<file path="config.mk">
export PLATFORM = sky130hd
export DESIGN_NAME = adc_sequencing_control
export DESIGN_NICKNAME = d
export VERILOG_FILES = /design/src/hdl/adc_pkg.sv /design/src/hdl/sar_if.sv /design/src/hdl/sar_core.sv /design/src/hdl/adc_sequencing_control.sv
export VERILOG_INCLUDE_DIRS = /design/src /design/src/hdl
export SDC_FILE = /design/constraint.sdc
export NUM_CORES = 1
export LEC_CHECK = 0
export BUFFER_PORTS_ARGS = -buffer_cell sky130_fd_sc_hd__buf_2
export CAP_MARGIN = 10
export CORE_ASPECT_RATIO = 1.5
export CORE_MARGIN = 2
export CORE_UTILIZATION = 57
export DETAILED_ROUTE_END_ITERATION = 10
export PLACE_DENSITY = 0.95
export SETUP_SLACK_MARGIN = 0.4
export SYNTH_ARGS = -nofsm -noshare
export SYNTH_HDL_FRONTEND = slang
export SYNTH_HIERARCHICAL = 1
export SYNTH_SLANG_ARGS = --single-unit
</file>
<file path="constraint.sdc">
create_clock -name hclk -period 5.77 [get_ports hclk]
set_input_delay 0.577 -clock hclk [delete_from_list [all_inputs] [get_ports hclk]]
set_output_delay 0.577 -clock hclk [all_outputs]
set_load 0.02 [all_outputs]
</file>
<file path="src/hdl/adc_defs.svh">
// Register offsets, field positions, reset values and timing counts of the converter control
`ifndef ADC_DEFS_SVH
`define ADC_DEFS_SVH

// Register byte offsets on the bus
`define OFF_CTRL0 8'h00
`define OFF_CTRL1 8'h04
`define OFF_CTRL2 8'h08
`define OFF_RES_HI 8'h0C
`define OFF_RES_LO 8'h10
`define OFF_IRQ 8'h14

// Control register 0 fields
`define CTRL0_EN_BIT 0
`define CTRL0_GO_BIT 1
`define CTRL0_CHS_LSB 2
`define CTRL0_CHS_MSB 6

// Control register 1 fields
`define CTRL1_PREF_LSB 0
`define CTRL1_PREF_MSB 1
`define CTRL1_ADCS_LSB 4
`define CTRL1_ADCS_MSB 6
`define CTRL1_FMT_BIT 7

// Control register 2 field
`define CTRL2_TRIG_LSB 4
`define CTRL2_TRIG_MSB 7

// Interrupt register fields
`define IRQ_FLAG_BIT 0
`define IRQ_IE_BIT 1

// Reset value of every control register
`define CTRL_RESET 8'h00

// Conversion timing in half periods of the conversion clock (11.5 periods)
`define HALVES_TOTAL 5'd23
`define SAMPLE_HALVES 5'd3
`define FIRST_DECIDE 5'd4
`define LAST_HALF 5'd22

// Clock field code that selects the internal RC clock (low two bits)
`define ADCS_RC_CODE 2'h3

`endif

</file>
<file path="src/hdl/adc_pkg.sv">
// Types shared by the converter control modules
package adc_pkg;

	// Sequencer state of the approximation engine
	typedef enum logic [0:0] {
		SAR_IDLE = 1'b0,
		SAR_RUN = 1'b1
	} sar_state_t;

	// Auto-conversion trigger source codes
	typedef enum logic [3:0] {
		TRIG_NONE = 4'h0,
		TRIG_PWM1_INT = 4'h1,
		TRIG_PWM2_INT = 4'h2,
		TRIG_TMR0_OVF = 4'h3,
		TRIG_TMR1_OVF = 4'h4,
		TRIG_TMR2_MATCH = 4'h5,
		TRIG_COMPARATOR = 4'h6,
		TRIG_PWM3_INT = 4'h7,
		TRIG_PWM1_OFS = 4'h8,
		TRIG_PWM2_OFS = 4'h9,
		TRIG_PWM3_OFS = 4'hA
	} trig_sel_t;

	// Four match flags of one PWM channel, three channels
	typedef logic [2:0][3:0] pwm_flag_bank_t;

endpackage : adc_pkg

</file>
<file path="src/hdl/sar_if.sv">
// Link between the control registers and the approximation engine
`timescale 1ns/10ps
interface sar_if #(parameter int RES_W = 10);
	logic run; // Conversion requested and converter powered
	logic [2:0] clk_field; // Conversion clock selection
	logic busy; // Engine is converting
	logic done; // One-cycle end pulse, complete or aborted
	logic complete; // Qualifies done: full conversion
	logic [RES_W-1:0] result; // Raw result at done

	// Register side
	modport ctrl (output run, output clk_field, input busy, input done, input complete,
		input result);
	// Engine side
	modport core (input run, input clk_field, output busy, output done, output complete,
		output result);
endinterface : sar_if

</file>
<file path="src/hdl/sar_core.sv">
// Successive-approximation sequencer with conversion clock generation
`timescale 1ns/10ps
`include "adc_defs.svh"
module sar_core #(
	parameter int RES_W = 10
) (
	input wire logic hclk,
	input wire logic hresetn,
	sar_if.core link,
	input wire logic rc_clk_in,
	input wire logic comp_in,
	output logic [RES_W-1:0] sar_trial
);
	import adc_pkg::*;

	sar_state_t state_q; // Engine state
	logic rc_s1_q, rc_s2_q, rc_s3_q; // RC clock synchroniser and edge stage
	logic rc_edge; // Either edge of the RC clock: one half period
	logic [4:0] div_q; // System clock divider
	logic [4:0] half_len; // Half period in system clocks, minus one
	logic tick; // One half conversion period elapsed
	logic [4:0] hc_q; // Half periods seen
	logic [3:0] nd_q; // Bits decided
	logic [RES_W-1:0] sar_q; // Decided bits
	logic [RES_W-1:0] probe; // Bit under trial
	logic [RES_W-1:0] next_sar; // Decided bits with the present decision
	logic done_q, complete_q; // End pulse and its kind
	logic [RES_W-1:0] result_q; // Result handed back

	// Undecided bits copy the last decided bit
	function automatic logic [RES_W-1:0] fill_bits(input logic [RES_W-1:0] v,
		input logic [3:0] n);
		logic [RES_W-1:0] r;
		r = v;
		if (n != 4'h0) begin
			for (int i = 0; i < RES_W; i++) begin
				if (i < RES_W - int'(n)) begin
					r[i] = v[RES_W-int'(n)];
				end
			end
		end
		return r;
	endfunction : fill_bits

	////////////////////////////////////////////////////////////////////////
	// RC clock crossing
	always_ff @(posedge hclk or negedge hresetn) begin
		if (!hresetn) begin
			rc_s1_q <= 1'b0;
			rc_s2_q <= 1'b0;
			rc_s3_q <= 1'b0;
		end else begin
			rc_s1_q <= rc_clk_in;
			rc_s2_q <= rc_s1_q;
			rc_s3_q <= rc_s2_q;
		end
	end
	assign rc_edge = rc_s2_q ^ rc_s3_q;

	// Divider half period per clock code
	always_comb begin
		case (link.clk_field)
			3'h0: half_len = 5'h00;
			3'h4: half_len = 5'h01;
			3'h1: half_len = 5'h03;
			3'h5: half_len = 5'h07;
			3'h2: half_len = 5'h0F;
			3'h6: half_len = 5'h1F;
			default: half_len = 5'h00;
		endcase
	end

	// Divider runs only while converting
	always_ff @(posedge hclk or negedge hresetn) begin
		if (!hresetn) begin
			div_q <= 5'h00;
		end else if (state_q == SAR_IDLE || div_q == half_len) begin
			div_q <= 5'h00;
		end else begin
			div_q <= div_q + 5'h01;
		end
	end

	assign tick = (link.clk_field[1:0] == `ADCS_RC_CODE) ? rc_edge : (div_q == half_len);

	// Trial code for the comparator
	always_comb begin
		probe = '0;
		for (int i = 0; i < RES_W; i++) begin
			if (i == RES_W - 1 - int'(nd_q)) begin
				probe[i] = 1'b1;
			end
		end
		next_sar = comp_in ? (sar_q | probe) : sar_q;
		sar_trial = (state_q == SAR_RUN) ? (sar_q | probe) : '0;
	end

	////////////////////////////////////////////////////////////////////////
	// Sequencer over 23 half periods
	always_ff @(posedge hclk or negedge hresetn) begin
		if (!hresetn) begin
			state_q <= SAR_IDLE;
			hc_q <= 5'h00;
			nd_q <= 4'h0;
			sar_q <= '0;
			done_q <= 1'b0;
			complete_q <= 1'b0;
			result_q <= '0;
		end else begin
			done_q <= 1'b0;
			case (state_q)
				SAR_IDLE: begin
					// Start, but not in the cycle of a previous end
					if (link.run && !done_q) begin
						state_q <= SAR_RUN;
						hc_q <= 5'h00;
						nd_q <= 4'h0;
						sar_q <= '0;
					end
				end
				SAR_RUN: begin
					if (!link.run) begin
						state_q <= SAR_IDLE;
						done_q <= 1'b1;
						complete_q <= 1'b0;
						result_q <= fill_bits(sar_q, nd_q);
					end else if (tick) begin
						hc_q <= hc_q + 5'h01;
						if (hc_q >= `FIRST_DECIDE && !hc_q[0]) begin
							sar_q <= next_sar;
							nd_q <= nd_q + 4'h1;
						end
						if (hc_q == `LAST_HALF) begin
							// Full conversion ends
							state_q <= SAR_IDLE;
							done_q <= 1'b1;
							complete_q <= 1'b1;
							result_q <= next_sar;
						end
					end
				end
				default: state_q <= SAR_IDLE;
			endcase
		end
	end

	assign link.busy = (state_q == SAR_RUN);
	assign link.done = done_q;
	assign link.complete = complete_q;
	assign link.result = result_q;

	// Half periods counted since start, for checking
	logic [4:0] ticks_seen_q;
	always_ff @(posedge hclk or negedge hresetn) begin
		if (!hresetn) begin
			ticks_seen_q <= 5'h00;
		end else if (state_q == SAR_IDLE) begin
			ticks_seen_q <= 5'h00;
		end else if (tick) begin
			ticks_seen_q <= ticks_seen_q + 5'h01;
		end
	end

	a_conv_length: assert property (@(posedge hclk) disable iff (!hresetn)
		(done_q && complete_q) |-> (ticks_seen_q == `HALVES_TOTAL))
		else $error("conversion did not last 23 half periods");

endmodule : sar_core

</file>
<file path="src/hdl/adc_sequencing_control.sv">
// Converter control: registers, start and abort, sleep handling, auto trigger
//
// Function
// - Result format bit selects right/left justification
// - Enable bit powers the converter
// - Writing busy bit starts; hardware clears
// - Busy bit reads one while converting
// - Completion clears busy, sets flag, loads
// - Abort loads partial, undecided bits copy
// - Reset restores registers and stops conversion
// - Sleep conversion only with RC clock
// - Sleep completion with interrupt enabled wakes
// - Sleep completion without interrupt powers down
// - Sleep with other clock aborts, powers down
// - Trigger rising edge sets busy bit
// - Four-bit field selects trigger source
// - Enabled PWM match interrupts trigger conversion
// - Channel field routes inputs or none
// - Clock field picks divider or RC
// - Reference field picks supply, pin, fixed
// - Trigger codes decode, reserved means none
// - Conversion lasts eleven and half periods
// - Flag set every completion, software clears
//
// Our own choices: register access over AHB-Lite and the address map.
`timescale 1ns/10ps
`include "adc_defs.svh"
module adc_sequencing_control #(
	parameter int RES_W = 10
) (
	input wire logic hclk,
	input wire logic hresetn,
	input wire logic hsel,
	input wire logic [31:0] haddr,
	input wire logic [1:0] htrans,
	input wire logic hwrite,
	input wire logic [2:0] hsize,
	input wire logic [31:0] hwdata,
	input wire logic hready,
	output logic hreadyout,
	output logic [31:0] hrdata,
	output logic hresp,
	input wire logic sleep_mode,
	input wire logic timer0_overflow_event,
	input wire logic timer1_overflow_event,
	input wire logic timer2_match_event,
	input wire logic comparator_sync_output,
	input wire logic [2:0] pwm_offset_match,
	input wire adc_pkg::pwm_flag_bank_t pwm_match_flags,
	input wire adc_pkg::pwm_flag_bank_t pwm_interrupt_enable_reg,
	input wire logic rc_clk_in,
	input wire logic comp_in,
	output logic [RES_W-1:0] sar_trial,
	output logic sample_hold,
	output logic converter_power,
	output logic [6:0] channel_route,
	output logic [2:0] reference_route,
	output logic wake_request,
	output logic converter_interrupt_flag
);
	import adc_pkg::*;

	////////////////////////////////////////////////////////////////////////
	// Declarations

	sar_if #(.RES_W(RES_W)) link (); // Engine link

	// Bus data phase
	logic dph_q; // Data phase pending
	logic wr_q; // Pending transfer is a write
	logic [7:0] addr_q; // Pending byte offset
	logic acc; // Address phase accepted
	logic wr_en; // Write data valid this cycle

	// Control fields
	logic en_q; // Converter enable bit
	logic go_q; // Conversion busy bit
	logic [4:0] chs_q; // Channel select field
	logic fmt_q; // Result format bit
	logic [2:0] adcs_q; // Conversion clock field
	logic [1:0] pref_q; // Positive reference field
	trig_sel_t trig_q; // Trigger select field
	logic ie_q; // Converter interrupt enable
	logic flag_q; // Converter interrupt flag
	logic [7:0] res_hi_q; // Result high byte
	logic [7:0] res_lo_q; // Result low byte
	logic pdown_q; // Converter powered down in sleep
	logic wake_q; // Wake pulse
	logic trig_prev_q; // Trigger level one cycle ago

	// Decoded events
	logic wr_ctrl0, wr_ctrl1, wr_ctrl2, wr_irq; // Register write strobes
	logic rc_sel; // RC conversion clock selected
	logic en_next; // Enable after this cycle
	logic kill; // Conversion must stop now
	logic sw_set, sw_clr; // Software start and abort
	logic trig_lvl; // Selected trigger source level
	logic trig_edge; // Rising edge of it
	logic hw_set; // Hardware start
	logic [2:0] pwm_int; // Enabled PWM match interrupts
	logic finish; // Full conversion ended
	logic [7:0] rd_byte; // Selected read register

	////////////////////////////////////////////////////////////////////////
	// Bus slave: zero wait states, always OKAY

	assign acc = hsel && hready && htrans[1];

	// Capture the address phase
	always_ff @(posedge hclk or negedge hresetn) begin
		if (!hresetn) begin
			dph_q <= 1'b0;
			wr_q <= 1'b0;
			addr_q <= 8'h00;
		end else begin
			dph_q <= acc;
			if (acc) begin
				wr_q <= hwrite;
				addr_q <= haddr[7:0];
			end
		end
	end

	assign wr_en = dph_q && wr_q;
	assign hreadyout = 1'b1;
	assign hresp = 1'b0;

	// Write strobes by offset
	always_comb begin
		wr_ctrl0 = 1'b0;
		wr_ctrl1 = 1'b0;
		wr_ctrl2 = 1'b0;
		wr_irq = 1'b0;
		if (wr_en && addr_q == `OFF_CTRL0) begin
			wr_ctrl0 = 1'b1;
		end else if (wr_en && addr_q == `OFF_CTRL1) begin
			wr_ctrl1 = 1'b1;
		end else if (wr_en && addr_q == `OFF_CTRL2) begin
			wr_ctrl2 = 1'b1;
		end else if (wr_en && addr_q == `OFF_IRQ) begin
			wr_irq = 1'b1;
		end
	end

	// Read mux; unused and unmapped bits read zero
	always_comb begin
		rd_byte = 8'h00;
		if (addr_q == `OFF_CTRL0) begin
			rd_byte = {1'b0, chs_q, go_q, en_q};
		end else if (addr_q == `OFF_CTRL1) begin
			rd_byte = {fmt_q, adcs_q, 2'h0, pref_q};
		end else if (addr_q == `OFF_CTRL2) begin
			rd_byte = {trig_q, 4'h0};
		end else if (addr_q == `OFF_RES_HI) begin
			rd_byte = res_hi_q;
		end else if (addr_q == `OFF_RES_LO) begin
			rd_byte = res_lo_q;
		end else if (addr_q == `OFF_IRQ) begin
			rd_byte = {6'h00, ie_q, flag_q};
		end
		hrdata = (dph_q && !wr_q) ? {24'h000000, rd_byte} : 32'h00000000;
	end

	////////////////////////////////////////////////////////////////////////
	// Configuration registers

	always_ff @(posedge hclk or negedge hresetn) begin
		if (!hresetn) begin
			en_q <= 1'b0;
			chs_q <= 5'h00;
		end else if (wr_ctrl0) begin
			en_q <= hwdata[`CTRL0_EN_BIT];
			chs_q <= hwdata[`CTRL0_CHS_MSB:`CTRL0_CHS_LSB];
		end
	end

	// Format, clock and reference fields
	always_ff @(posedge hclk or negedge hresetn) begin
		if (!hresetn) begin
			fmt_q <= 1'b0;
			adcs_q <= 3'h0;
			pref_q <= 2'h0;
		end else if (wr_ctrl1) begin
			fmt_q <= hwdata[`CTRL1_FMT_BIT];
			adcs_q <= hwdata[`CTRL1_ADCS_MSB:`CTRL1_ADCS_LSB];
			pref_q <= hwdata[`CTRL1_PREF_MSB:`CTRL1_PREF_LSB];
		end
	end

	always_ff @(posedge hclk or negedge hresetn) begin
		if (!hresetn) begin
			trig_q <= TRIG_NONE;
		end else if (wr_ctrl2) begin
			trig_q <= trig_sel_t'(hwdata[`CTRL2_TRIG_MSB:`CTRL2_TRIG_LSB]);
		end
	end

	////////////////////////////////////////////////////////////////////////
	// Trigger selection

	// PWM interrupt is any enabled match flag
	always_comb begin
		for (int i = 0; i < 3; i++) begin
			pwm_int[i] = |(pwm_match_flags[i] & pwm_interrupt_enable_reg[i]);
		end
	end

	// Source decode, reserved codes select nothing
	always_comb begin
		case (trig_q)
			TRIG_PWM1_INT: trig_lvl = pwm_int[0];
			TRIG_PWM2_INT: trig_lvl = pwm_int[1];
			TRIG_PWM3_INT: trig_lvl = pwm_int[2];
			TRIG_TMR0_OVF: trig_lvl = timer0_overflow_event;
			TRIG_TMR1_OVF: trig_lvl = timer1_overflow_event;
			TRIG_TMR2_MATCH: trig_lvl = timer2_match_event;
			TRIG_COMPARATOR: trig_lvl = comparator_sync_output;
			TRIG_PWM1_OFS: trig_lvl = pwm_offset_match[0];
			TRIG_PWM2_OFS: trig_lvl = pwm_offset_match[1];
			TRIG_PWM3_OFS: trig_lvl = pwm_offset_match[2];
			default: trig_lvl = 1'b0;
		endcase
	end

	// Previous trigger level for edge detection
	always_ff @(posedge hclk or negedge hresetn) begin
		if (!hresetn) begin
			trig_prev_q <= 1'b0;
		end else begin
			trig_prev_q <= trig_lvl;
		end
	end

	assign trig_edge = trig_lvl && !trig_prev_q;
	assign hw_set = trig_edge && en_q;

	////////////////////////////////////////////////////////////////////////
	// Start, abort and completion

	assign rc_sel = (adcs_q[1:0] == `ADCS_RC_CODE);
	assign en_next = wr_ctrl0 ? hwdata[`CTRL0_EN_BIT] : en_q;
	// Sleep with a divided clock stops the conversion
	assign kill = !en_next || (sleep_mode && !rc_sel) || pdown_q;
	// Start needs the converter already enabled
	assign sw_set = wr_ctrl0 && hwdata[`CTRL0_GO_BIT] && en_q;
	assign sw_clr = wr_ctrl0 && !hwdata[`CTRL0_GO_BIT];
	assign finish = link.done && link.complete;

	// Busy bit: kill clears it first, then starts set it, then ends clear it
	always_ff @(posedge hclk or negedge hresetn) begin
		if (!hresetn) begin
			go_q <= 1'b0;
		end else if (kill) begin
			go_q <= 1'b0;
		end else if (sw_set || hw_set) begin
			go_q <= 1'b1;
		end else if (finish || sw_clr) begin
			go_q <= 1'b0;
		end
	end

	// Sleep power-down: at once with a divided clock, on RC after completion without interrupt
	always_ff @(posedge hclk or negedge hresetn) begin
		if (!hresetn) begin
			pdown_q <= 1'b0;
		end else if (!sleep_mode) begin
			pdown_q <= 1'b0;
		end else if (!rc_sel) begin
			pdown_q <= 1'b1;
		end else if (finish && !ie_q) begin
			pdown_q <= 1'b1;
		end
	end

	// Wake pulse on sleep completion with interrupt enabled
	always_ff @(posedge hclk or negedge hresetn) begin
		if (!hresetn) begin
			wake_q <= 1'b0;
		end else begin
			wake_q <= finish && sleep_mode && ie_q;
		end
	end

	// Flag sticky; write one clears, completion wins
	always_ff @(posedge hclk or negedge hresetn) begin
		if (!hresetn) begin
			flag_q <= 1'b0;
			ie_q <= 1'b0;
		end else begin
			if (finish) begin
				flag_q <= 1'b1;
			end else if (wr_irq && hwdata[`IRQ_FLAG_BIT]) begin
				flag_q <= 1'b0;
			end
			if (wr_irq) begin
				ie_q <= hwdata[`IRQ_IE_BIT];
			end
		end
	end

	always_ff @(posedge hclk or negedge hresetn) begin
		if (!hresetn) begin
			res_hi_q <= 8'h00;
			res_lo_q <= 8'h00;
		end else if (link.done) begin
			if (fmt_q) begin
				res_hi_q <= {6'h00, link.result[9:8]};
				res_lo_q <= link.result[7:0];
			end else begin
				res_hi_q <= link.result[9:2];
				res_lo_q <= {link.result[1:0], 6'h00};
			end
		end
	end

	////////////////////////////////////////////////////////////////////////
	// Engine and analog outputs

	// Engine runs while busy bit set and powered
	assign link.run = go_q && converter_power;
	assign link.clk_field = adcs_q;

	sar_core #(.RES_W(RES_W)) u_core (
		.hclk(hclk),
		.hresetn(hresetn),
		.link(link),
		.rc_clk_in(rc_clk_in),
		.comp_in(comp_in),
		.sar_trial(sar_trial)
	);

	// Power only while enabled and not sleeping it off
	assign converter_power = en_q && !pdown_q;
	// Track input until the engine holds it
	assign sample_hold = link.busy;
	assign wake_request = wake_q;
	assign converter_interrupt_flag = flag_q;

	// Channel routing, unused codes connect nothing
	always_comb begin
		channel_route = 7'h00;
		if (chs_q <= 5'h03) begin
			channel_route[chs_q[1:0]] = 1'b1;
		end else if (chs_q == 5'h1D) begin
			channel_route[4] = 1'b1;
		end else if (chs_q == 5'h1E) begin
			channel_route[5] = 1'b1;
		end else if (chs_q == 5'h1F) begin
			channel_route[6] = 1'b1;
		end
	end

	// Reference routing, reserved code connects nothing
	always_comb begin
		case (pref_q)
			2'h0: reference_route = 3'h1;
			2'h2: reference_route = 3'h2;
			2'h3: reference_route = 3'h4;
			default: reference_route = 3'h0;
		endcase
	end

	////////////////////////////////////////////////////////////////////////
	// Checks

	a_right_just: assert property (@(posedge hclk) disable iff (!hresetn)
		(link.done && fmt_q) |=> (res_hi_q[7:2] == 6'h00 && res_lo_q == $past(link.result[7:0])))
		else $error("right justified result wrong");

	a_left_just: assert property (@(posedge hclk) disable iff (!hresetn)
		(link.done && !fmt_q) |=> (res_lo_q[5:0] == 6'h00 && res_hi_q == $past(link.result[9:2])))
		else $error("left justified result wrong");

	a_end_clears_go: assert property (@(posedge hclk) disable iff (!hresetn)
		(finish && !sw_set && !hw_set) |=> (!go_q && flag_q))
		else $error("completion did not clear busy and set flag");

	a_flag_sticky: assert property (@(posedge hclk) disable iff (!hresetn)
		(flag_q && !(wr_irq && hwdata[`IRQ_FLAG_BIT])) |=> flag_q)
		else $error("flag lost without software clear");

	a_start_enabled: assert property (@(posedge hclk) disable iff (!hresetn)
		$rose(go_q) |-> $past(en_q))
		else $error("conversion started while disabled");

	a_sleep_abort: assert property (@(posedge hclk) disable iff (!hresetn)
		(sleep_mode && !rc_sel && en_q && !wr_ctrl0) |=> (!go_q && !converter_power && en_q))
		else $error("sleep with divided clock did not abort");

	a_trig_start: assert property (@(posedge hclk) disable iff (!hresetn)
		(trig_edge && en_q && !kill) |=> go_q ##[1:2] link.busy)
		else $error("trigger edge did not start conversion");

	a_wake_pulse: assert property (@(posedge hclk) disable iff (!hresetn)
		(finish && sleep_mode && ie_q) |=> (wake_request ##1 !wake_request))
		else $error("no single wake pulse on sleep completion");

	c_complete: cover property (@(posedge hclk) disable iff (!hresetn) finish);
	c_abort: cover property (@(posedge hclk) disable iff (!hresetn)
		link.done && !link.complete);
	c_trigger: cover property (@(posedge hclk) disable iff (!hresetn) hw_set && !go_q);
	c_wake: cover property (@(posedge hclk) disable iff (!hresetn) wake_request);

endmodule : adc_sequencing_control

</file>
==> flow_summary.yaml, run 1 <==
run_status:
  outcome: "finished, final reports clean"
worst_hold_path:
  min_path_type: "in2reg"
grt:
  grt_pass1_vias: 4527
  grt_usage: 0.252
  grt_max_degree: 89
  antenna_found_initial: 0
  grt_pass1_wl_um: 21500
  grt_overflow: 0
critical_path:
  cp.required_ns: 5.19
  r2r_cells: 7
  rrSetupSlack_ns: 2.98
  worstSetupPathType: "reg2out"
  r2r-start: "u_core/nd_q[0]$_DFFE_PN0P_"
  start_kind: "flop"
  cp_max_fo: 10
  critPathLaunch: "u_core/nd_q[2]$_DFFE_PN0P_"
  end_kind: "primary output"
  crit_end: "sar_trial[9]"
  cp_data_arrival_time_ns: 2.73
  worstReg2RegEnd: "u_core/link.result[4]$_DFFE_PN0P_"
cts:
  cts_setup_buffers: 0
  path_clk_slew_ns: 0.06
  clkLatencyLatePin_ns: 0.34
  tritoncts: "built"
  root_buffer: "clkbuf_16"
  htreeDepth: 3
  cts_resized: 0
  cts_made_buffers: 9
  cts_hold_buf: 0
  clock_sinks: 88
  cts_buffer_depth: 2
pwr:
  p_per_area_nw_per_um2: 228
  p_leak_uw: 0.00292
  total_power_uw: 1420
  peakVddDrop_v: 0.000184
detailed_routing:
  drc: 0
  firstDrtPassIters: 5
  avgViaCountPerCell: 6.09
  vias: 4700
  routed_wl_um: 13400
  drt-initial-drc-count: 424
  wire_per_inst_um: 17.3
  postRouteAntennaNets: 0
sta:
  fmax_ghz: 0.303
  setup_tns_ns: 0
  post-route-period-util: 0.573
  slew_headroom: 0.254
  fin_skew_ns: 0.00516
  drv_slew: 0
  setup-violations-final: 0
  rsz0062_at_grt: "false"
  hold_violations: 0
  worst_pin_slew_ns: 1.12
  worst_slack_ns: 2.47
  period_minus_slack_ns: 3.30
floorplan:
  die_w_um: 84.8
  die_y_um: 125
  pin_count: 166
  rows: 44
  start_util: 0.580
  dieArea_sq_um: 10600
  core_area_sq_um: 9630
yosys:
  synth_top_family_by_area: "simple AND/OR/NAND/NOR gates"
  synthTopCellsByCount: "88 x dfrtp_1, 53 x nand2_1, 50 x nor2_1, 30 x buf_4"
  synth-main-ff-cell: "dfrtp_1"
  yosys-top-cells-area: "dfrtp_1 39%, mux2_2 5.2%, buf_4 4.0%"
  yosysWarnings: 6
  seq_area_frac_synth: 0.394
  ys_async_sr_fraction: 1.00
  synth-simple-area-share: 0.205
  synth_area_sq_um: 5590
  synth_top_area_cell: "dfrtp_1"
  syn_area_per_cell_sq_um: 9.60
  synth_cell_type_count: 73
  synth_cells: 582
  ys_seq_elements: 88
  synth_most_common_cell: "dfrtp_1"
  synth_top_area_share: 0.394
  synth_edf_count: 0
  synth_compound_area_frac: 0.153
  synth_xor_area_frac: 0.0110
  synthMuxAreaShare: 0.130
  synth-adder-area-share: 0.0246
finish:
  diodes: 0
  layout.nets: 771
  area_growth_pct: 11.3
  fill_cells: 722
  drive_gt1_frac: 0.240
place:
  place.gp.congestion: 0.956
  portBuffers: 87
  hpwlAfterDp_um: 9750
  post-place-ws_ns: 2.87
run:
  drv_cap: 0
-- flip-flops by register name, summed over array words and instances, names as in the netlist, 2 cells and up --
register,cells
adcs_q,3
addr_q,8
chs_q,5
pref_q,2
res_hi_q,8
res_lo_q,8
trig_q,4
u_core/div_q,5
u_core/hc_q,5
u_core/link.result,10
u_core/nd_q,4
u_core/sar_q,10
-- power breakdown --
group          switching [uW]  internal [uW]
Combinational            84.3           61.6
Clock                     243            349
Sequential               43.7            637
Total                     371           1050
-- cells by family after synthesis --
kind of cell	Yosys count
compound gates	122
other cells	2
buf+inv	81
fa+ha+maj	11
xor+xnor	7
simple gates	211
flops	88
mux	60
-- cells in the final DEF, fill, tap and decap left out, types with 10 or more instances in the layout --
cell      count
dfrtp_1      88
nand3_1      21
a21oi_1      21
inv_1        29
buf_2        86
nor3_1       11
mux2_2       26
nor2_1       50
mux2_4       10
mux2i_1      18
nand2_1      53
ha_1         11
o21ai_0      29
conb_1       26
nand2b_1     13
-- final cells by class --
cell class,instances,area [sq um],share of cell area
repair buffers,87,438,0.0704
well taps,115,144,0.0231
flip-flops and latches,88,2200,0.354
multi-input cells,437,3020,0.486
clock inverters,6,67.6,0.0109
inverters,29,109,0.0175
clock buffers,10,239,0.0384
-- per-layer routing --
layer  share of wire  vias to the layer above  GRT usage
li1                -                     2166          -
met1            0.37                     2244      0.283
met2            0.53                      245      0.454
met3           0.064                       45     0.0442
met4           0.031                        0      0.118
met5               0                        -          0
-- worst min path at each step --
stage	start	endpoint	slack (ns)	cells after the start
6_report	rc_clk_in	u_core/rc_s1_q$_DFF_PN0_	0.34	1
5_1_grt	rc_clk_in	u_core/rc_s1_q$_DFF_PN0_	0.34	1
4_1_cts	rc_clk_in	u_core/rc_s1_q$_DFF_PN0_	0.33	1
3_5_place_dp	u_core/rc_s1_q$_DFF_PN0_	u_core/rc_s2_q$_DFF_PN0_	0.35	0
3_3_place_gp	u_core/rc_s1_q$_DFF_PN0_	u_core/rc_s2_q$_DFF_PN0_	0.33	0
2_1_floorplan	hresetn	adcs_q[0]$_DFFE_PN0P_	0.28	0
-- critical path: stages, from the launching register on --
cell,delay (ns)
dfrtp_1,0.55
inv_1,0.14
ha_1,0.31
or4b_2,0.67
a21oi_1,0.20
and2_1,0.21
nor2_1,0.05
nor2_1,0.08
buf_2,0.17
-- metrics by stage --
stage / instances / util / instance area [sq um] / hold WS [ns]
global placement: 756 / 0.614 / 5910 / 0.334
global route: 772 / 0.646 / 6220 / 0.336
floorplan: 606 / - / 5680 / 0.281
detailed placement: 756 / 0.614 / 5910 / 0.352
finish: 772 / 0.646 / 6220 / 0.342
CTS: 772 / 0.646 / 6220 / 0.334
Note: power is estimated with default switching activity, not from simulation.
==> inputs of run 2 (changes only) <==
Settings changed: CORE_UTILIZATION 57 to 48, PLACE_DENSITY 0.95 to 0.9.
Clock period 5.77 ns to 3 ns, I/O delays scaled along.
==> run 2 against run 1 <==
  * Via count fell by 2.7%
  * Hold slack lost 0.31 ns
  * Largest cell class unchanged
  * Sequential power grew 90%
  * Non-clock buffer count up 14
  * Utilization down 8.3 points
  * Count of clock-buffer cells in the layout did not move
  * Total power up 90%
  * Worst setup slack lost 2.1 ns
==> flow_summary.yaml, run 2 (synthesis results as in run 1) <==
critical_path:
  end_kind: "primary output"
  max_stage_delay_ns: 0.64
  cpMaxStageDelayCell: "dfrtp_1"
  r2r_cells: 8
  crit_family: "simple AND/OR/NAND/NOR gates"
  cp_max_fo: 12
  cp.required_ns: 2.70
  rrSetupSlack_ns: 0.53
  cp_common_cell: "nor2_1"
  cp_data_arrival_time_ns: 2.29
  start_kind: "flop"
  critPathLaunch: "u_core/nd_q[3]$_DFFE_PN0P_"
  r2r-start: "u_core/nd_q[1]$_DFFE_PN0P_"
  worstReg2RegEnd: "u_core/link.result[0]$_DFFE_PN0P_"
  crit_end: "sar_trial[9]"
  path_cells: "or4b_2, a21oi_2, and2_4, nor2_1, nor2_1, buf_2"
  worst-path-stages: 6
  worstSetupPathType: "reg2out"
  critPathBufInv: 1
place:
  place.gp.congestion: 0.934
  portBuffers: 87
  dp_cells: 801
  hpwlAfterDp_um: 9500
sta:
  slew_headroom: 0.483
  fin_skew_ns: 0.00994
  fmax_ghz: 0.386
  drv_slew: 0
  hold_violations: 0
  period_minus_slack_ns: 2.59
  rsz0062_at_grt: "true"
  post-route-period-util: 0.865
  setup_tns_ns: 0
  setup-violations-final: 0
  worst_pin_slew_ns: 0.776
detailed_routing:
  postRouteAntennaNets: 0
  vias: 4575
  routed_wl_um: 13100
  drt-initial-drc-count: 270
  firstDrtPassIters: 5
  avgViaCountPerCell: 5.57
  drc: 0
  wire_per_inst_um: 15.9
pwr:
  p_per_area_nw_per_um2: 418
  peakVddDrop_v: 0.000307
  combPwrFrac: 0.113
  p_leak_uw: 0.00298
  pwr-share-clk: 0.406
  swShare: 0.275
  internal-power_uw: 1950
  seqPwrFrac: 0.481
  switchingPower_uw: 740
grt:
  grt_pass1_vias: 4361
  grt_overflow: 0
  grt_usage: 0.215
  antenna_found_initial: 0
  grt_pass1_wl_um: 21500
  grt_max_degree: 61
cts:
  root_buffer: "clkbuf_16"
  cts_made_buffers: 9
  cts_buffer_depth: 2
  clkLatencyLatePin_ns: 0.35
  cts_hold_buf: 0
  htreeDepth: 3
  tritoncts: "built"
  clock_sinks: 88
  path_clk_slew_ns: 0.07
run_status:
  outcome: "finished, final reports clean"
floorplan:
  start_util: 0.490
  rows: 48
  core_area_sq_um: 11400
  dieArea_sq_um: 12500
  die_y_um: 136
  die_w_um: 92.1
  pin_count: 166
finish:
  fill_cells: 1029
  drive_gt1_frac: 0.280
  final_common_cell: "dfrtp_1"
  stdcell_count: 822
  utilization: 0.563
  multiInputGateArea_sq_um: 3080
  ff_latch_area_sq_um: 2210
  layout.nets: 785
  area_growth_pct: 14.9
  mostFrequentLayoutCells: "85 x dfrtp_1, 83 x buf_2, 52 x nand2_1"
worst_hold_path:
  min_path_type: "in2async"
run:
  drv_cap: 0
==> run 2: cell types whose count changed in the layout (fill, tap and decap cells not counted), moves of 3 or more <==
cell / before / now
buf_2: 86 / 83
dfrtp_2: 0 / 3
dfrtp_1: 88 / 85
a21oi_1: 21 / 18
a21oi_2: 0 / 3
buf_4: 1 / 18
==> run 2: area by class of cell <==
cell class	instances	area share
inverters	29	0.0169
multi-input cells	437	0.479
well taps	150	0.0292
diodes	1	0.000390
clock inverters	6	0.00779
flip-flops and latches	88	0.343
clock buffers	10	0.0372
repair buffers	101	0.0857
==> run 2: metal layers <==
| layer | wire length (um) | track usage |
|---|---|---|
| met2 | 6710 | 0.379 |
| met4 | 317 | 0.0896 |
| met3 | 536 | 0.0338 |
| met1 | 5530 | 0.262 |
| met5 | 0 | 0 |
==> run 2: how the worst min path moves through the flow <==
| stage | start | end | slack (ns) | cells after the start |
|---|---|---|---|---|
| global placement | u_core/rc_s1_q$_DFF_PN0_ | u_core/rc_s2_q$_DFF_PN0_ | 0.33 | 0 |
| detailed placement | u_core/rc_s1_q$_DFF_PN0_ | u_core/rc_s2_q$_DFF_PN0_ | 0.34 | 0 |
| global route | rc_clk_in | u_core/rc_s1_q$_DFF_PN0_ | 0.05 | 1 |
| CTS | rc_clk_in | u_core/rc_s1_q$_DFF_PN0_ | 0.05 | 1 |
| finish | hresetn | u_core/sar_q[1]$_DFFE_PN0P_ | 0.04 | 1 |
| floorplan | hresetn | adcs_q[0]$_DFFE_PN0P_ | 0.004 | 0 |
==> run 2: power by group through the flow <==
stage,Combinational [uW],Sequential [uW],Clock (uW)
final,304,1290,1090
after global routing,336,1300,1150
after CTS,299,1290,1110
after detailed placement,293,1310,0
after global placement,289,1310,0
after floorplan,252,1270,0
==> run 2: per-stage QoR <==
stage	hold WS (ns)	total power [uW]	instance area [sq um]	worst slack (ns)
2_1_floorplan	0.00441	1520	5680	0.588
3_3_place_gp	0.332	1600	6030	0.434
3_5_place_dp	0.336	1600	6030	0.393
4_1_cts	0.0486	2700	6340	0.359
5_1_grt	0.0501	2790	6420	0.336
6_report	0.0361	2690	6420	0.406
==> run 2: timing repair <==
item,CTS,global route
pin swaps,0,6
buffers inserted,1,3
endpoints found under the setup margin,8,10
resized for setup,7,16
==> inputs of run 3 (changes only) <==
--- a/config.mk
+++ b/config.mk
@@ -7,7 +7,8 @@
 export NUM_CORES = 1
 export LEC_CHECK = 0
+export ABC_AREA = 1
 export BUFFER_PORTS_ARGS = -buffer_cell sky130_fd_sc_hd__buf_2
 export CAP_MARGIN = 10
-export CORE_ASPECT_RATIO = 1.5
+export CORE_ASPECT_RATIO = 1.4
 export CORE_MARGIN = 2
 export CORE_UTILIZATION = 48
==> constraint.sdc (replaced) <==
create_clock -name hclk -period 3 [get_ports hclk]
set_input_delay 0.3 -clock hclk [delete_from_list [all_inputs] [get_ports hclk]]
set_output_delay 0.3 -clock hclk [all_outputs]
set_load 0.005 [all_outputs]
==> run 3 against run 2 <==
  * Sequential cell count is the same
  * Highest routed layer unchanged
  * Hold slack better by 0.027 ns
  * Cell area down 0.47%
  * First-iteration DRC count increased by 11%
==> flow_summary.yaml, run 3 <==
floorplan:
  pin_count: 166
  dieArea_sq_um: 12700
  die_w_um: 95.8
  core_area_sq_um: 11400
  die_y_um: 133
  start_util: 0.497
  rows: 46
critical_path:
  r2r-start: "adcs_q[0]$_DFFE_PN0P_"
  rrSetupSlack_ns: 0.76
  worstSetupPathType: "reg2out"
  cp.required_ns: 2.70
  worstReg2RegEnd: "u_core/link.result[6]$_DFFE_PN0P_"
  start_kind: "flop"
  end_kind: "primary output"
  r2r_cells: 11
  cp_max_fo: 8
  cp_data_arrival_time_ns: 2.12
cts:
  clkLatencyLatePin_ns: 0.34
  htreeDepth: 3
  path_clk_slew_ns: 0.06
  cts_buffer_depth: 2
  clock_sinks: 88
  cts_hold_buf: 0
  cts_made_buffers: 9
  root_buffer: "clkbuf_16"
  tritoncts: "built"
yosys:
  synth_area_sq_um: 5660
  synthTopCellsByCount: "245 x nand2_1, 88 x dfrtp_1, 84 x inv_1, 79 x nand3_1, 54 x nor2_1"
  yosysWarnings: 6
  synth_cell_type_count: 36
  synth_edf_count: 0
  yosys-top-cells-area: "dfrtp_1 39%, nand2_1 16%, nand3_1 7.0%"
  ys_async_sr_fraction: 1.00
  ys_seq_elements: 88
  seq_area_frac_synth: 0.389
  synth-main-ff-cell: "dfrtp_1"
  synth_top_area_share: 0.389
  synth_most_common_cell: "nand2_1"
  synth_top_area_cell: "dfrtp_1"
  synth_cells: 792
  syn_area_per_cell_sq_um: 7.15
detailed_routing:
  vias: 5321
  drt-initial-drc-count: 301
  drc: 0
  postRouteAntennaNets: 0
  routed_wl_um: 13000
  firstDrtPassIters: 6
  wire_per_inst_um: 12.7
  avgViaCountPerCell: 5.21
sta:
  fin_skew_ns: 0.00470
  hold_violations: 0
  slew_headroom: 0.278
  post-route-period-util: 0.807
  worst_pin_slew_ns: 1.08
  setup_tns_ns: 0
  rsz0062_at_grt: "false"
  drv_slew: 0
  period_minus_slack_ns: 2.42
  setup-violations-final: 0
  fmax_ghz: 0.413
worst_hold_path:
  holdPathEnd: "u_core/rc_s1_q$_DFF_PN0_"
  min_path_type: "in2reg"
  hold_path_depth: 1
  hp-start: "rc_clk_in"
place:
  post_dp_cell_area_sq_um: 6100
  place.gp.congestion: 0.931
  portBuffers: 87
  hpwlAfterDp_um: 9590
grt:
  antenna_found_initial: 0
  grt_usage: 0.212
  grt_overflow: 0
  grt_pass1_wl_um: 21600
  grt_max_degree: 89
  grt_pass1_vias: 4945
finish:
  diodes: 0
  area_growth_pct: 12.9
  final_area_sq_um: 6390
  layout.nets: 993
  drive_gt1_frac: 0.203
  mostFrequentLayoutCells: "245 x nand2_1, 88 x dfrtp_1, 86 x buf_2"
  final_common_cell: "nand2_1"
pwr:
  p_leak_uw: 0.00351
  p_per_area_nw_per_um2: 422
  swShare: 0.256
  combPwrFrac: 0.111
  peakVddDrop_v: 0.000288
  total_power_uw: 2700
  pwr-share-clk: 0.410
  seqPwrFrac: 0.478
  internal-power_uw: 2010
  switchingPower_uw: 692
run:
  drv_cap: 0
run_status:
  outcome: "finished, final reports clean"
[run 3: cell types whose count changed in the layout (fill, tap and decap cells not counted), sizes merged, moves of 9 or more]
cell	previous run	this run
nand2	53	266
nand3	22	84
inv	32	93
o21ai	33	82
mux2	39	0
mux2i	18	0
nand2b	13	0
a21oi	21	31
buf	101	91
nor2	50	60
and2	9	0
o21a	9	0
o31ai	9	0
[run 3: cell families after synthesis]
kind of cell	after synthesis	share of synthesized area
AND/OR/NAND/NOR	424	0.327
buffers and inverters	139	0.117
AO/OA/AOI/OAI	120	0.129
flip-flops	88	0.389
adder cells (fa/ha/maj)	11	0.0243
XOR/XNOR	8	0.0124
other	2	0.00133
[run 3: final cells by class]
class	instances	area (sq um)
repair buffers	91	468
clock buffers	12	246
clock inverters	3	42.5
multi-input cells	589	2890
flip-flops and latches	88	2200
inverters	95	362
fillers	1049	5000
well taps	144	180
[run 3: worst max-delay path by stage]
stage / from / slack [ns] / endpoint
after global routing: u_core/nd_q[1]$_DFFE_PN0P_ / 0.49 / sar_trial[3]
after floorplan: u_core/nd_q[1]$_DFFE_PN0P_ / 1.25 / sar_trial[0]
after global placement: adcs_q[1]$_DFFE_PN0P_ / 0.87 / u_core/link.result[6]$_DFFE_PN0P_
final: u_core/nd_q[1]$_DFFE_PN0P_ / 0.58 / sar_trial[0]
after detailed placement: adcs_q[1]$_DFFE_PN0P_ / 0.81 / u_core/link.result[6]$_DFFE_PN0P_
after CTS: u_core/nd_q[1]$_DFFE_PN0P_ / 0.45 / sar_trial[0]
[run 3: power by group through the flow]
stage	registers [uW]	logic, uW	clock network [uW]
floorplan	1290	215	0
global placement	1310	290	0
detailed placement	1310	298	0
CTS	1290	302	1130
global route	1300	345	1180
finish	1290	301	1110
[run 3: per-layer routing]
| metal | global-route usage | up-vias | routed length (um) |
|---|---|---|---|
| li1 | - | 2636 | - |
| met1 | 0.243 | 2446 | 5020 |
| met2 | 0.376 | 200 | 6650 |
| met3 | 0.0370 | 39 | 896 |
| met4 | 0.0976 | 0 | 455 |
| met5 | 0 | - | 0 |
[run 3: repair_timing]
action,4_1_cts,5_1_grt
setup buffers,0,0
resized for setup,0,1
endpoints found under the hold margin,0,0
endpoints found under the setup margin,0,4
[run 3: metrics by stage]
step | cells | util | worst slack, ns | hold slack (ns)
floorplan | 816 | - | 1.25 | 0.00441
global placement | 1007 | 0.535 | 0.869 | 0.335
detailed placement | 1007 | 0.535 | 0.810 | 0.339
CTS | 1022 | 0.561 | 0.453 | 0.0540
global route | 1022 | 0.561 | 0.488 | 0.0472
finish | 1022 | 0.561 | 0.579 | 0.0627
[run 3: critical path, cell delays in order, from the launching register on]
cell	delay (ns)
dfrtp_1	0.45
inv_1	0.11
ha_1	0.23
xor2_1	0.22
nor2_2	0.31
nand2_1	0.09
a21oi_1	0.21
buf_2	0.16
